<file path="src/rtl/efc_pkg.sv">
// What this block does
// - harmonic-ready selected on pin two: converter two output is kept off that pin
// - capture port enabled: pin three carries its clock, not converter three output
// - three independent converters, each summing selected phase powers into a pulse rate
// - phase-inclusion fields sit at computation mode bits 2:0, 5:3, 8:6
// - field bit 0 phase A, bit 1 phase B, bit 2 phase C; one includes
// - all inclusion bits zero: no power summed, no pulses at all
// - power-type fields sit at pulse config bits 2:0, 5:3, 8:6
// - codes 000 total active, 010 apparent, 011 fund active, 100 fund reactive
// - reset: inclusion bits all one, types 000, 100, 010 for converters one to three
// - second stage divides first-stage pulses by a 16-bit unsigned divisor
// - divisor one gives 1 us low pulse; divisor zero behaves as one
// - period above 160 ms: each low phase lasts exactly 80 ms
// - shorter period with even divisor: exactly 50 percent duty
// - shorter period with odd divisor: low lasts (1 + 1/divisor) times half the period, but never more than 80 ms
// - disable bits 11:9 for pins three..one; one holds pin high, reset one
// - mask bits 16:14; falling converter edge sets status bit and drives interrupt
// - status and interrupt still work while the pin output is disabled
// - latch copies all three phase energies of selected type, then clears them
// - 8-bit cycle count sets falling edges between two latch events
// - latch enable bits 14:12 for converters three..one, reset zero, work when disabled
// - latched energy set follows the converter power type code
// - writing one to a status bit clears it and releases the interrupt line
// - first stage pulses each time accumulated energy reaches the threshold
package efc_pkg;
  localparam int NCONV = 3;
  localparam int NTYPE = 4;
  localparam int NHOUR = 12;
  localparam logic [4:0] ADDR_COMPUTATION_MODE_REG = 5'h00;
  localparam logic [4:0] ADDR_PULSE_CONFIG_REG = 5'h01;
  localparam logic [4:0] ADDR_DEN0 = 5'h02;
  localparam logic [4:0] ADDR_LATCH_CYCLE_COUNT = 5'h05;
  localparam logic [4:0] ADDR_MASK = 5'h06;
  localparam logic [4:0] ADDR_STATUS = 5'h07;
  localparam logic [4:0] ADDR_HOUR0 = 5'h08;
  localparam int TERM_W = 3;
  localparam int SEL_W = 3;
  localparam int DIS_LSB = 9;
  localparam int LATCH_LSB = 12;
  localparam int IRQ_LSB = 14;
  localparam logic [8:0] COMPUTATION_MODE_REG_RST = 9'h1ff;
  localparam logic [14:0] PULSE_CONFIG_REG_RST = 15'h0ea0;
  localparam logic [15:0] DEN_RST = 16'h0000;
  localparam logic [7:0] LATCH_CYCLE_COUNT_RST = 8'h01;
  localparam logic [2:0] SEL_TOTAL = 3'h0;
  localparam logic [2:0] SEL_APPARENT = 3'h2;
  localparam logic [2:0] SEL_FUND_ACT = 3'h3;
  localparam logic [2:0] SEL_FUND_REACT = 3'h4;
  localparam logic [1:0] T_TOTAL = 2'h0;
  localparam logic [1:0] T_FUND_ACT = 2'h1;
  localparam logic [1:0] T_FUND_REACT = 2'h2;
  localparam logic [1:0] T_APPARENT = 2'h3;
  localparam int CLK_HZ = 100_000_000;
  localparam int LOW_LONG_MS = 80;
  localparam int LOW_LONG_CYC = LOW_LONG_MS * (CLK_HZ / 1000);
  localparam int SHORT_LOW_US = 1;
  localparam int SHORT_LOW_CYC = SHORT_LOW_US * (CLK_HZ / 1_000_000);

  typedef struct packed {
    logic signed [23:0] c;
    logic signed [23:0] b;
    logic signed [23:0] a;
  } phase_pow_s;

  // returns {valid, type index}; reserved codes give no power
  function automatic logic [2:0] sel_to_type(input logic [2:0] sel);
    case (sel)
      SEL_TOTAL: return {1'b1, T_TOTAL};
      SEL_APPARENT: return {1'b1, T_APPARENT};
      SEL_FUND_ACT: return {1'b1, T_FUND_ACT};
      SEL_FUND_REACT: return {1'b1, T_FUND_REACT};
      default: return 3'h0;
    endcase
  endfunction
endpackage

</file>
<file path="src/rtl/efc_conv.sv">
`timescale 1ns/10ps
module efc_conv #(
  parameter int LOW_LONG = efc_pkg::LOW_LONG_CYC
) (
  input wire logic clk_i,
  input wire logic rst_i,
  input wire logic sample_i,
  input efc_pkg::phase_pow_s pow_i,
  input wire logic pow_ok_i,
  input wire logic [2:0] incl_i,
  input wire logic [31:0] thresh_i,
  input wire logic [15:0] den_i,
  input wire logic [7:0] cyc_i,
  input wire logic latch_en_i,
  output logic out_n_o,
  output logic fall_o,
  output logic latch_o
);
  import efc_pkg::*;

  logic signed [31:0] acc_q, acc_d;
  logic [15:0] cnt_q, lcnt_q;
  logic [23:0] tmr_q;
  logic [7:0] lc_q;
  logic out_n_q, fall_q, latch_q;

  wire signed [31:0] ext_a = incl_i[0] ? {{8{pow_i.a[23]}}, pow_i.a} : 32'sh0;
  wire signed [31:0] ext_b = incl_i[1] ? {{8{pow_i.b[23]}}, pow_i.b} : 32'sh0;
  wire signed [31:0] ext_c = incl_i[2] ? {{8{pow_i.c[23]}}, pow_i.c} : 32'sh0;
  wire signed [31:0] th = {1'b0, thresh_i[30:0]};
  wire signed [31:0] acc_sum = acc_q + ext_a + ext_b + ext_c;
  wire active = pow_ok_i & (|incl_i);
  wire up = acc_sum >= th;
  wire dn = acc_sum <= -th;
  wire s1_pulse = sample_i & active & (up | dn);

  // residue kept so no energy is lost between first-stage pulses
  always_comb begin
    acc_d = acc_q;
    if (sample_i && active) begin
      if (up) begin
        acc_d = acc_sum - th;
      end else if (dn) begin
        acc_d = acc_sum + th;
      end else begin
        acc_d = acc_sum;
      end
    end
  end

  wire short_mode = den_i <= 16'h0001;
  wire [15:0] den_eff = short_mode ? 16'h0001 : den_i;
  wire [16:0] half_w = ({1'b0, den_eff} + 17'h00001) >> 1;
  wire [15:0] half = half_w[15:0];
  wire wrap = s1_pulse & (({1'b0, cnt_q} + 17'h00001) >= {1'b0, den_eff});
  wire fall = wrap & out_n_q;
  wire low = ~out_n_q;
  // odd divisor: low spans (n+1)/2 input pulses, so duty is (1+1/n)/2
  wire end_cnt = low & ~short_mode & s1_pulse & (({1'b0, lcnt_q} + 17'h00001) >= {1'b0, half});
  wire [23:0] tmr_lim = short_mode ? 24'(SHORT_LOW_CYC - 1) : 24'(LOW_LONG - 1);
  wire end_tmr = low & (tmr_q >= tmr_lim);
  wire [7:0] cyc_eff = (cyc_i == 8'h00) ? 8'h01 : cyc_i;
  wire lc_hit = fall & latch_en_i & (({1'b0, lc_q} + 9'h001) >= {1'b0, cyc_eff});

  always_ff @(posedge clk_i) begin
    if (rst_i) begin
      acc_q <= 32'sh0;
      cnt_q <= 16'h0000;
    end else begin
      acc_q <= acc_d;
      if (s1_pulse) begin
        cnt_q <= wrap ? 16'h0000 : cnt_q + 16'h0001;
      end
    end
  end

  always_ff @(posedge clk_i) begin
    if (rst_i) begin
      out_n_q <= 1'b1;
      lcnt_q <= 16'h0000;
      tmr_q <= 24'h000000;
    end else begin
      if (fall) begin
        out_n_q <= 1'b0;
      end else if (end_cnt || end_tmr) begin
        out_n_q <= 1'b1;
      end
      lcnt_q <= fall ? 16'h0000 : ((low && s1_pulse) ? lcnt_q + 16'h0001 : lcnt_q);
      tmr_q <= fall ? 24'h000000 : (low ? tmr_q + 24'h000001 : tmr_q);
    end
  end

  always_ff @(posedge clk_i) begin
    if (rst_i) begin
      lc_q <= 8'h00;
      fall_q <= 1'b0;
      latch_q <= 1'b0;
    end else begin
      fall_q <= fall;
      latch_q <= lc_hit;
      if (fall && latch_en_i) begin
        lc_q <= lc_hit ? 8'h00 : lc_q + 8'h01;
      end
    end
  end

  assign out_n_o = out_n_q;
  assign fall_o = fall_q;
  assign latch_o = latch_q;

  property p_no_terms;
    @(posedge clk_i) disable iff (rst_i)
    (incl_i == 3'h0) |-> !s1_pulse;
  endproperty
  a_no_terms: assert property (p_no_terms) else $error("pulse with no phase included");

  property p_low_cap;
    @(posedge clk_i) disable iff (rst_i)
    !out_n_q |-> (tmr_q < 24'(LOW_LONG));
  endproperty
  a_low_cap: assert property (p_low_cap) else $error("low phase longer than cap");

  property p_wrap_fall;
    @(posedge clk_i) disable iff (rst_i)
    (wrap && out_n_q) |=> (!out_n_q && fall_q);
  endproperty
  a_wrap_fall: assert property (p_wrap_fall) else $error("divisor reached without fall");
endmodule

</file>
<file path="src/rtl/energy_pulse_output.sv">
`timescale 1ns/10ps
module energy_pulse_output #(
  parameter int LOW_LONG = efc_pkg::LOW_LONG_CYC
) (
  input wire logic REF_CLK_I,
  input wire logic RST_I,
  input wire logic SAMPLE_STB_I,
  input efc_pkg::phase_pow_s [3:0] POWER_I,
  input wire logic [3:0][31:0] THRESHOLD_I,
  input wire logic REG_WR_I,
  input wire logic [4:0] REG_ADDR_I,
  input wire logic [31:0] REG_WDATA_I,
  output logic [31:0] REG_RDATA_O,
  input wire logic HREADY_SEL_I,
  input wire logic HREADY_N_I,
  input wire logic CAPTURE_EN_I,
  input wire logic CAPTURE_PORT_CLOCK_I,
  output logic PULSE_OUT_ONE_N_O,
  output logic PULSE_OUT_TWO_N_O,
  output logic PULSE_OUT_THREE_N_O,
  output logic INTERRUPT_LINE_N_O
);
  import efc_pkg::*;

  logic [8:0] computation_mode_reg_q;
  logic [14:0] pulse_config_reg_q;
  logic [15:0] den_q [NCONV];
  logic [7:0] latch_cycle_count_q;
  logic [2:0] mask_q, status_q, status_d;
  logic irq_n_q;
  logic [2:0] pin_q, pin_d;
  logic [31:0] rdata_q, rdata_d;
  logic signed [31:0] eacc_q [NHOUR];
  logic [31:0] hour_q [NHOUR];
  logic [2:0] conv_n, conv_fall, conv_latch;
  logic [2:0] conv_type [NCONV];
  logic [3:0] latch_type;

  wire wr_computation_mode_reg = REG_WR_I & (REG_ADDR_I == ADDR_COMPUTATION_MODE_REG);
  wire wr_pulse_config_reg = REG_WR_I & (REG_ADDR_I == ADDR_PULSE_CONFIG_REG);
  wire wr_latch_cycle_count = REG_WR_I & (REG_ADDR_I == ADDR_LATCH_CYCLE_COUNT);
  wire wr_mask = REG_WR_I & (REG_ADDR_I == ADDR_MASK);
  wire wr_status = REG_WR_I & (REG_ADDR_I == ADDR_STATUS);
  wire [2:0] status_clr = wr_status ? REG_WDATA_I[IRQ_LSB +: NCONV] : 3'h0;
  wire [2:0] dis = pulse_config_reg_q[DIS_LSB +: NCONV];

  // a falling edge in the same cycle as the clearing write wins
  assign status_d = (status_q & ~status_clr) | conv_fall;

  always_ff @(posedge REF_CLK_I) begin
    if (RST_I) begin
      computation_mode_reg_q <= COMPUTATION_MODE_REG_RST;
      pulse_config_reg_q <= PULSE_CONFIG_REG_RST;
      latch_cycle_count_q <= LATCH_CYCLE_COUNT_RST;
      mask_q <= 3'h0;
    end else begin
      if (wr_computation_mode_reg) begin
        computation_mode_reg_q <= REG_WDATA_I[8:0];
      end
      if (wr_pulse_config_reg) begin
        pulse_config_reg_q <= REG_WDATA_I[14:0];
      end
      if (wr_latch_cycle_count) begin
        latch_cycle_count_q <= REG_WDATA_I[7:0];
      end
      if (wr_mask) begin
        mask_q <= REG_WDATA_I[IRQ_LSB +: NCONV];
      end
    end
  end

  always_ff @(posedge REF_CLK_I) begin
    if (RST_I) begin
      status_q <= 3'h0;
      irq_n_q <= 1'b1;
    end else begin
      status_q <= status_d;
      irq_n_q <= ~|(status_d & (wr_mask ? REG_WDATA_I[IRQ_LSB +: NCONV] : mask_q));
    end
  end

  genvar i, t, p;
  generate
    for (i = 0; i < NCONV; i++) begin : g_conv
      wire [15:0] den_addr = 16'(ADDR_DEN0) + 16'(i);
      assign conv_type[i] = sel_to_type(pulse_config_reg_q[SEL_W*i +: SEL_W]);

      always_ff @(posedge REF_CLK_I) begin
        if (RST_I) begin
          den_q[i] <= DEN_RST;
        end else if (REG_WR_I && ({11'h000, REG_ADDR_I} == den_addr)) begin
          den_q[i] <= REG_WDATA_I[15:0];
        end
      end

      efc_conv #(
        .LOW_LONG(LOW_LONG)
      ) u_conv (
        .clk_i(REF_CLK_I),
        .rst_i(RST_I),
        .sample_i(SAMPLE_STB_I),
        .pow_i(POWER_I[conv_type[i][1:0]]),
        .pow_ok_i(conv_type[i][2]),
        .incl_i(computation_mode_reg_q[TERM_W*i +: TERM_W]),
        .thresh_i(THRESHOLD_I[conv_type[i][1:0]]),
        .den_i(den_q[i]),
        .cyc_i(latch_cycle_count_q),
        .latch_en_i(pulse_config_reg_q[LATCH_LSB + i]),
        .out_n_o(conv_n[i]),
        .fall_o(conv_fall[i]),
        .latch_o(conv_latch[i])
      );
    end

    for (t = 0; t < NTYPE; t++) begin : g_type
      // several converters may share a type; any of them latches that set
      assign latch_type[t] = |{conv_latch[0] & conv_type[0][2] & (conv_type[0][1:0] == 2'(t)),
                               conv_latch[1] & conv_type[1][2] & (conv_type[1][1:0] == 2'(t)),
                               conv_latch[2] & conv_type[2][2] & (conv_type[2][1:0] == 2'(t))};
      for (p = 0; p < 3; p++) begin : g_phase
        wire signed [23:0] pw = POWER_I[t][24*p +: 24];
        always_ff @(posedge REF_CLK_I) begin
          if (RST_I) begin
            eacc_q[3*t+p] <= 32'sh0;
            hour_q[3*t+p] <= 32'h0;
          end else if (latch_type[t]) begin
            hour_q[3*t+p] <= eacc_q[3*t+p];
            eacc_q[3*t+p] <= 32'sh0;
          end else if (SAMPLE_STB_I) begin
            eacc_q[3*t+p] <= eacc_q[3*t+p] + {{8{pw[23]}}, pw};
          end
        end
      end
    end
  endgenerate

  // pin mux: the pin function takes priority over the converter
  assign pin_d[0] = dis[0] | conv_n[0];
  assign pin_d[1] = HREADY_SEL_I ? HREADY_N_I : (dis[1] | conv_n[1]);
  assign pin_d[2] = CAPTURE_EN_I ? CAPTURE_PORT_CLOCK_I : (dis[2] | conv_n[2]);

  always_ff @(posedge REF_CLK_I) begin
    if (RST_I) begin
      pin_q <= 3'h7;
    end else begin
      pin_q <= pin_d;
    end
  end

  wire [4:0] hidx = REG_ADDR_I - ADDR_HOUR0;
  wire hour_hit = (REG_ADDR_I >= ADDR_HOUR0) && (hidx < 5'(NHOUR));
  wire [1:0] didx = 2'(REG_ADDR_I - ADDR_DEN0);
  wire den_hit = (REG_ADDR_I >= ADDR_DEN0) && (REG_ADDR_I < ADDR_LATCH_CYCLE_COUNT);

  always_comb begin
    rdata_d = 32'h0;
    if (REG_ADDR_I == ADDR_COMPUTATION_MODE_REG) begin
      rdata_d = {23'h0, computation_mode_reg_q};
    end else if (REG_ADDR_I == ADDR_PULSE_CONFIG_REG) begin
      rdata_d = {17'h0, pulse_config_reg_q};
    end else if (den_hit) begin
      rdata_d = {16'h0, den_q[didx]};
    end else if (REG_ADDR_I == ADDR_LATCH_CYCLE_COUNT) begin
      rdata_d = {24'h0, latch_cycle_count_q};
    end else if (REG_ADDR_I == ADDR_MASK) begin
      rdata_d = {15'h0, mask_q, 14'h0};
    end else if (REG_ADDR_I == ADDR_STATUS) begin
      rdata_d = {15'h0, status_q, 14'h0};
    end else if (hour_hit) begin
      rdata_d = hour_q[hidx[3:0]];
    end
  end

  always_ff @(posedge REF_CLK_I) begin
    if (RST_I) begin
      rdata_q <= 32'h0;
    end else begin
      rdata_q <= rdata_d;
    end
  end

  assign REG_RDATA_O = rdata_q;
  assign PULSE_OUT_ONE_N_O = pin_q[0];
  assign PULSE_OUT_TWO_N_O = pin_q[1];
  assign PULSE_OUT_THREE_N_O = pin_q[2];
  assign INTERRUPT_LINE_N_O = irq_n_q;

  property p_irq_level;
    @(posedge REF_CLK_I) disable iff (RST_I)
    INTERRUPT_LINE_N_O == ~|(status_q & mask_q);
  endproperty
  a_irq_level: assert property (p_irq_level) else $error("interrupt line disagrees");

  property p_fall_sets;
    @(posedge REF_CLK_I) disable iff (RST_I)
    conv_fall[0] |=> status_q[0];
  endproperty
  a_fall_sets: assert property (p_fall_sets) else $error("falling edge lost");

  property p_w1c;
    @(posedge REF_CLK_I) disable iff (RST_I)
    (wr_status && REG_WDATA_I[IRQ_LSB] && !conv_fall[0]) |=> !status_q[0];
  endproperty
  a_w1c: assert property (p_w1c) else $error("status bit not cleared");

  property p_dis_high;
    @(posedge REF_CLK_I) disable iff (RST_I)
    dis[0] |=> PULSE_OUT_ONE_N_O;
  endproperty
  a_dis_high: assert property (p_dis_high) else $error("disabled pin went low");

  property p_capture;
    @(posedge REF_CLK_I) disable iff (RST_I)
    CAPTURE_EN_I |=> (PULSE_OUT_THREE_N_O == $past(CAPTURE_PORT_CLOCK_I));
  endproperty
  a_capture: assert property (p_capture) else $error("pin three not capture clock");

  property p_hready;
    @(posedge REF_CLK_I) disable iff (RST_I)
    HREADY_SEL_I |=> (PULSE_OUT_TWO_N_O == $past(HREADY_N_I));
  endproperty
  a_hready: assert property (p_hready) else $error("pin two not harmonic ready");

  property p_latch_copy;
    @(posedge REF_CLK_I) disable iff (RST_I)
    latch_type[0] |=> (hour_q[0] == $past(eacc_q[0])) && (eacc_q[0] == 32'sh0);
  endproperty
  a_latch_copy: assert property (p_latch_copy) else $error("latch copy or clear wrong");
endmodule

</file>
<file path="config.mk">
export PLATFORM = sky130hd
export DESIGN_NAME = energy_pulse_output
export DESIGN_NICKNAME = d
export VERILOG_FILES = /design/src/rtl/efc_pkg.sv /design/src/rtl/efc_conv.sv /design/src/rtl/energy_pulse_output.sv
export SDC_FILE = /design/constraint.sdc
export NUM_CORES = 2
export LEC_CHECK = 0
export ABC_AREA = 1
export CAP_MARGIN = 20
export CORE_UTILIZATION = 35
export CTS_BUF_LIST = sky130_fd_sc_hd__clkbuf_8
export CTS_CLUSTER_DIAMETER = 50
export DETAILED_ROUTE_END_ITERATION = 8
export DONT_BUFFER_PORTS = 1
export GPL_ROUTABILITY_DRIVEN = 1
export GPL_TIMING_DRIVEN = 0
export PLACE_DENSITY_LB_ADDON = 0.05
export REMOVE_ABC_BUFFERS = 1
export SLEW_MARGIN = 20
export SYNTH_ARGS = -nofsm -noshare
export SYNTH_HDL_FRONTEND = slang
export SYNTH_SLANG_ARGS = --single-unit
</file>
<file path="constraint.sdc">
create_clock -name REF_CLK_I -period 21.8 [get_ports REF_CLK_I]
set_input_delay 4.36 -clock REF_CLK_I [delete_from_list [all_inputs] [get_ports REF_CLK_I]]
set_output_delay 4.36 -clock REF_CLK_I [all_outputs]
set_load 0.03 [all_outputs]
</file>
== Word level (Yosys, flattened, before mapping) ==
Memories as Yosys holds them, arrays and structs flattened.
Index checks and enable logic that the tools add are counted.
Word-level totals
  word-level logic and storage cells: 436
  input port bits: 461
  memories kept: 3
  RAM bits: 816
  output and inout port bits: 36
  register bits: 371
Operators by class
  $lt $le $gt $ge: 28
  eq/ne operators: 25
  multiplexer cells: 135
  bitwise gates (word level): 109
  reduce and logical (&&, ||, !) cells: 44
  add/sub/neg operators: 56
Memories
  eacc_q: words 12, width 32, rd ports 12, clocked after Yosys merged registers in 0, write ports 12, line energy_pulse_output.sv:33  | logic signed [31:0] eacc_q [NHOUR];
  hour_q: words 12, width 32, rd ports 1, clocked after Yosys merged registers in 0, write ports 12, line energy_pulse_output.sv:34  | logic [31:0] hour_q [NHOUR];
  den_q: words 3, width 16, rd ports 4, clocked after Yosys merged registers in 0, write ports 3, line energy_pulse_output.sv:27  | logic [15:0] den_q [NCONV];
Operator list (count)
  32-bit two-way mux: 51
  32-bit adder: 24
  72-bit binary-select mux with 2-bit select: 3
  72-bit two-way mux: 3
  32-bit binary-select mux with 2-bit select: 3
  16-bit two-way mux: 11
  16-bit by 1-bit adder with 17-bit output (second input constant): 9
  17-bit by 16-bit greater-or-equal comparator with 1-bit output: 6
  16-bit by 1-bit adder with 16-bit output (second input constant): 6
  32-bit greater-or-equal comparator: 3
  32-bit less-or-equal comparator: 3
  31-bit negation with 32-bit output: 3
  32-bit subtractor: 3
  31-bit two-way mux: 3
  24-bit by 1-bit adder with 24-bit output (second input constant): 3
  24-bit greater-or-equal comparator: 3
  23-bit two-way mux: 3
  1-bit bitwise AND: 53
  17-bit two-way mux: 3
  16-bit by 1-bit less-or-equal comparator with 1-bit output (second input constant): 3
  1-bit OR: 45
  1-bit two-way mux: 44
  3-bit one-hot mux with 4 select lines: 3
  8-bit two-way mux: 4
  36 further kinds: 102

== Depth between registers and ports, before layout ==
  word-level depth: 16
  depth in mapped cells: 47
  gate-level depth less buffers: 42

== Modules after synthesis ==
A second synthesis with hierarchy kept.
Second synthesis, totals
  cells, all modules: 16744
  area, all modules: 114406.0 sq um
By module, submodules not included
  energy_pulse_output: cells each 9126, sequential area each 25984.9 sq um, area an instance 66308.6 sq um, instances 1
  efc_conv (g_conv[1].u_conv): cells each 2556, sequential area each 1981.9 sq um, area an instance 16231.8 sq um, instances 1
  efc_conv (g_conv[2].u_conv): cells each 2558, sequential area each 1981.9 sq um, area an instance 16031.6 sq um, instances 1
  efc_conv (g_conv[0].u_conv): cells each 2504, sequential area each 1981.9 sq um, area an instance 15833.9 sq um, instances 1

== Least setup slack after synthesis ==
Ideal clock, no wire load.
  path type: input port to flip-flop
  start point: in POWER_I[195] (netlist bit)
  end point: reg g_conv[2].u_conv.acc_q[31]
  cell stages on the path: 35
  setup slack: 11794 ps
  arrival time: 9889 ps
  library setup time: 117 ps
  required time: 21683 ps
  path buffers: 2
  cells stage by stage: o221ai_1 > nor2_1 > fa_1 > inv_1 > fa_1 > inv_1 > ha_1 > nand3_1 > nand3_1 > nand2_1 > o211ai_1 > a21oi_1 > o21ai_0 > a21oi_1 > o21ai_0 > a21oi_1 > o21ai_0 > xor2_1 > ha_1 > clkbuf_1 > nor2_1 > inv_1 > nor2_1 > inv_1 > nor2_1 > nand3_1 > nand3_1 > nand2_1 > o21ai_2 > buf_2 > nand4_1 > nand3_1 > nand2_1 > nor2_1 > nor2_1
On the way
  longest elaborated chain between the ends: 7
  elaborated cells on any way between the ends: 10
  those cells by class: 3 x add/sub; 2 x order compare; 5 x mux
Ends and longest elaborated chain
  start, declared: line energy_pulse_output.sv:8  | input efc_pkg::phase_pow_s [3:0] POWER_I,
  72-bit binary-select mux with 2-bit select (*): line energy_pulse_output.sv:102  | .pow_i(POWER_I[conv_type[i][1:0]]),
  72-bit two-way mux (not written as such) (*): line energy_pulse_output.sv:102
  32-bit two-way mux (*): line efc_conv.sv:29  | wire signed [31:0] ext_c = incl_i[2] ? {{8{pow_i.c[23]}}, pow_i.c} : 32'sh0;
  32-bit adder (*): line efc_conv.sv:31  | wire signed [31:0] acc_sum = acc_q + ext_a + ext_b + ext_c;
  32-bit adder / 32-bit less-or-equal comparator (equally long branches): line efc_conv.sv:44, efc_conv.sv:34
  32-bit two-way mux: line efc_conv.sv:43  | end else if (dn) begin
  32-bit two-way mux (*): line efc_conv.sv:41  | if (up) begin
  end signal, assigned: line efc_conv.sv:67  | acc_q <= 32'sh0;
  end signal, assigned: line efc_conv.sv:70  | acc_q <= acc_d;
  end, declared: line efc_conv.sv:21  | logic signed [31:0] acc_q, acc_d;
Mark *: on every way between the ends. The rest lies on a longest branch, timed or not. The select of a mux whose other input is x is not followed.
A chain may end at the register's enable or synchronous reset.

== Final worst setup path ==
  start point: in POWER_I[191] (netlist bit)
  end point: reg g_conv[0].u_conv.tmr_q[4]
On the way
  longest elaborated chain between the ends: 11
  elaborated cells on any way between the ends: 12
  those cells by class: 2 x add/sub; 2 x order compare; 3 x mux; 4 x bitwise; 1 x reduce/logical
Ends and longest elaborated chain
  72-bit binary-select mux with 2-bit select (*): line energy_pulse_output.sv:102
  72-bit two-way mux (not written as such) (*): line energy_pulse_output.sv:102
  32-bit two-way mux (*): line efc_conv.sv:28  | wire signed [31:0] ext_b = incl_i[1] ? {{8{pow_i.b[23]}}, pow_i.b} : 32'sh0;
  32-bit adder (*) (2 in series): line efc_conv.sv:31
  32-bit greater-or-equal comparator / 32-bit less-or-equal comparator (equally long branches): line efc_conv.sv:33, efc_conv.sv:34
  1-bit OR (*): line efc_conv.sv:35  | wire s1_pulse = sample_i & active & (up | dn);
  1-bit bitwise AND (*): line efc_conv.sv:35
  1-bit bitwise AND (*): line efc_conv.sv:55  | wire wrap = s1_pulse & (({1'b0, cnt_q} + 17'h00001) >= {1'b0, den_eff});
  1-bit bitwise AND (*): line efc_conv.sv:56  | wire fall = wrap & out_n_q;
  2-bit OR reduction (no line) (*)
  end signal, assigned: line efc_conv.sv:89  | tmr_q <= fall ? 24'h000000 : (low ? tmr_q + 24'h000001 : tmr_q);
  end, declared: line efc_conv.sv:23  | logic [23:0] tmr_q;
Marks and branches as above.

==> Flow_metrics.wiki <==
{| class="wikitable"
! Metric !! Value
|-
| Worst skew pair latency || about 1.0 ns
|-
| Clock H-tree levels || 5
|-
| DIE WIDTH || 542 µm
|-
| Power Dens Cells || roughly 170 mW/mm²
|-
| Most numerous cell on the critical path || sky130_fd_sc_hd__inv_1
|-
| Gate power share || 0.714
|-
| Max stage delay on crit path || 0.86 ns
|-
| Area delta synth->final || 11.1%
|-
| Proportion of power drawn by flip-flops and latches || 0.146
|-
| Cells resized by post-CTS repair || 0
|-
| Weighted congestion at the end of routability-driven global placement || 1.06
|-
| Per-instance average area after synthesis || 7.51 µm²
|-
| Wire length after detailed routing || 491000 µm
|-
| Number of vias per cell || 5.62
|-
| Sw Pwr || 10.9 mW
|-
| Via count of the first global-routing pass || 95658
|-
| Antenna violations before repair || 58
|-
| Final standard cell utilization of the core || 0.392
|-
| Worst IR Drop VDD || around 0.00022 V
|-
| Max_cap viols || 0
|-
| R2r startpoint || pulse_config_reg_q[0]$_SDFFE_PP0P_
|-
| Leakage power total || 51.1 nW
|-
| Cell area after placement || 0.108 mm²
|-
| Worst Tran Pin Value || 1.30 ns
|-
| Period utilisation layout || 0.583
|-
| Final-stage net count || 15067
|-
| Internal Power || 8.37 mW
|-
| Global routing usage summed across all routing layers || 0.324
|-
| Async set-or-reset flop fraction in the synthesized netlist || 0
|-
| Post-layout total power || 19.3 mW
|-
| Worst Path Max Fanout || 40
|-
| Post-detail-place hpwl || 393000 µm
|-
| Root buffer selected by CTS || sky130_fd_sc_hd__clkbuf_8
|-
| Unique masters post-synth || 78
|-
| Top area cells in the synthesized netlist || sky130_fd_sc_hd__edfxtp_1 24%, sky130_fd_sc_hd__ha_1 11%, sky130_fd_sc_hd__inv_1 7.7%
|-
| Fraction of power spent switching nets || 0.565
|-
| Count of unresolved DRC violations after routing || 0
|-
| Worst setup margin || 9.09 ns
|-
| Fraction of power consumed by the clock network || 0.140
|-
| Antenna-violating nets left || 0
|-
| Final worst path period need || 12.71 ns
|-
| Crit path required time || 22.71 ns
|-
| Worst Setup Path Type || primary input to flop
|-
| CTS Buf Count || 272
|-
| Placement row count || 197
|-
| Detailed router's first-iteration violation count || 10160
|-
| Cell type of the slowest stage on the worst timing path || sky130_fd_sc_hd__fa_1
|-
| Area of the placeable core || 0.289 mm²
|-
| Die span in y || 542 µm
|-
| Number of placed instances, taps included || 17110
|-
| Area leader, netlist || sky130_fd_sc_hd__edfxtp_1
|-
| Status || finished clean
|-
| Pin count of the biggest net entering global routing || 123
|-
| Max_slew headroom || 0.124
|-
| Post-route clock skew || 0.0647 ns
|-
| Die Outline Area || 0.294 mm²
|-
| Final-layout setup total negative slack || 0 ns
|-
| Effective utilization at floorplan || 0.353
|-
| CTS clock-pin slew for the worst setup and hold paths || 0.06 ns
|-
| Initial DRT Pass Iterations || 7
|-
| Number of enable flip-flop cells after synthesis || 816
|-
| Setup WS pre-CTS || approximately 8.2 ns
|-
| Data arrival time of the critical path || 13.61 ns
|-
| Count of buffers inserted at the top-level ports || 0
|-
| Global-route wire length before repair || around 690000 µm
|-
| Slew Viols, Final || 0
|-
| Hold crit path type || flop to flop
|-
| Kind of capture point of the worst setup path || flop
|-
| Fmax || 0.0787 GHz
|-
| Overflow after GRT || 0
|-
| Area of all placed cells without fillers || 0.113 mm²
|-
| Quantity of hold-fixing buffers added after cts || 0
|-
| Post-CTS setup buffer count || 0
|-
| Portion of the post-synthesis area used by sequential elements || 0.313
|-
| WL per Instance || between 20 and 30 µm
|-
| Count of endpoints failing setup in the final report || 0
|-
| Yosys top cell area share || 0.240
|-
| Fin Hold WS || around 0.46 ns
|-
| I/O Pins || 497
|-
| Synth Warn # || 0
|-
| Proportion of layout cells with a drive suffix above 1 || 0.0550
|-
| Leading cell type by number of instances after synthesis || sky130_fd_sc_hd__inv_1
|-
| Maximum root-to-sink buffer count || 4
|-
| Most numerous cell types in the synthesized netlist || 2093 x sky130_fd_sc_hd__inv_1, 2037 x sky130_fd_sc_hd__nand2_1, 1593 x sky130_fd_sc_hd__nor2_1, 1437 x sky130_fd_sc_hd__a21oi_1, 919 x sky130_fd_sc_hd__ha_1
|-
| Kind of launch point of the worst setup path || primary input
|-
| TritonCTS clock tree || built
|-
| Most instantiated flip-flop cell in the synthesis netlist || sky130_fd_sc_hd__edfxtp_1
|-
| Clock tree sinks || 1187
|-
| Yosys reg bits || 1187
|-
| Start point of the worst min-delay path || g_conv[0].u_conv.fall_o$_SDFF_PP0_
|-
| Synth Cell Area || ~0.10 mm²
|-
| Synthesized instance count || 13594
|-
| CP Launch Point || POWER_I[191]
|-
| Final hold viol count || 0
|-
| Unrepaired setup endpoints after global routing || no
|-
| Post-Layout Cell Count || 17687
|-
| Overall via count from detail_route || just under 100k
|}
## power groups by stage
| stage | clock network, mW | registers [mW] | logic [mW] |
|---|---|---|---|
| finish | 2.70 | 2.81 | 13.8 |
| global route | 2.84 | 2.83 | 15.1 |
| floorplan | 0 | 2.80 | 9.04 |
| CTS | 2.75 | 2.81 | 13.6 |
| detailed placement | 0 | 2.85 | 13.5 |
| global placement | 0 | 2.86 | 13.3 |
## layout make-up
| class | count | area [µm²] |
|---|---|---|
| Antenna cell | 85 | 213 |
| Clock buffer | 309 | 4250 |
| Clock inverter | 183 | 1260 |
| Fill cell | 30137 | 176000 |
| Inverter | 2135 | 8080 |
| Multi-Input combinational cell | 9803 | 60500 |
| Sequential cell | 1187 | 31900 |
| Tap cell | 3880 | 4850 |
| Timing Repair Buffer | 105 | 2190 |
## critical path, delay by kind of cell
kind,cells,cell delay [ns]
AO/OA/AOI/OAI,6,1.40
XOR/XNOR,1,0.45
buffers and inverters,5,1.60
adder cells (fa/ha/maj),4,2.08
AND/OR/NAND/NOR,14,3.59
## path summary, 6_finish.rpt
path	cells after the start	slack (ns)	to
max	30	9.09	g_conv[0].u_conv.tmr_q[4]$_SDFFE_PP0N_
min	2	0.46	status_q[0]$_SDFF_PP0_
max reg2reg	36	9.25	g_conv[0].u_conv.tmr_q[4]$_SDFFE_PP0N_
min reg2reg	2	0.46	status_q[0]$_SDFF_PP0_
## cell usage in the layout (no fill, tap or decap), types with 245 or more instances in the layout
master / n
sky130_fd_sc_hd__edfxtp_1: 816
sky130_fd_sc_hd__o22ai_1: 263
sky130_fd_sc_hd__dfxtp_1: 360
sky130_fd_sc_hd__nand3_1: 485
sky130_fd_sc_hd__xor2_1: 396
sky130_fd_sc_hd__o21ai_0: 789
sky130_fd_sc_hd__clkbuf_8: 309
sky130_fd_sc_hd__o221ai_1: 245
sky130_fd_sc_hd__ha_1: 919
sky130_fd_sc_hd__a21oi_1: 1436
sky130_fd_sc_hd__nor2_1: 1582
sky130_fd_sc_hd__inv_1: 2151
sky130_fd_sc_hd__nand2_1: 2018
## state kept, by name, indices dropped and copies added (netlist names)
name and count:
pin_q 3, mask_q 3, REG_RDATA_O 32, g_conv.u_conv.fall_o 3, g_conv.u_conv.cnt_q 48, g_conv.u_conv.lcnt_q 48
g_conv.u_conv.tmr_q 72, g_conv.u_conv.latch_o 3, hour_q 384, eacc_q 384, latch_cycle_count_q 8, g_conv.u_conv.lc_q 24
g_conv.u_conv.acc_q 96, INTERRUPT_LINE_N_O 1, g_conv.u_conv.out_n_o 3, computation_mode_reg_q 9, status_q 3, den_q 48
pulse_config_reg_q 15
## layer usage
layer | GRT usage | up-vias | part of all wire
met5 | 0 | - | 0.00049
met4 | 0.180 | 30 | 0.063
li1 | - | 46383 | -
met2 | 0.495 | 4381 | 0.43
met3 | 0.0859 | 1036 | 0.093
met1 | 0.412 | 47596 | 0.41
## kinds of logic after synthesis
family          share of synthesized area
fa+ha+maj                           0.149
mux                             0.0000981
flops                               0.313
buf+inv                            0.0975
compound gates                      0.209
xor+xnor                           0.0420
simple gates                        0.190
No activity file was read; power rests on OpenSTA's default activity.
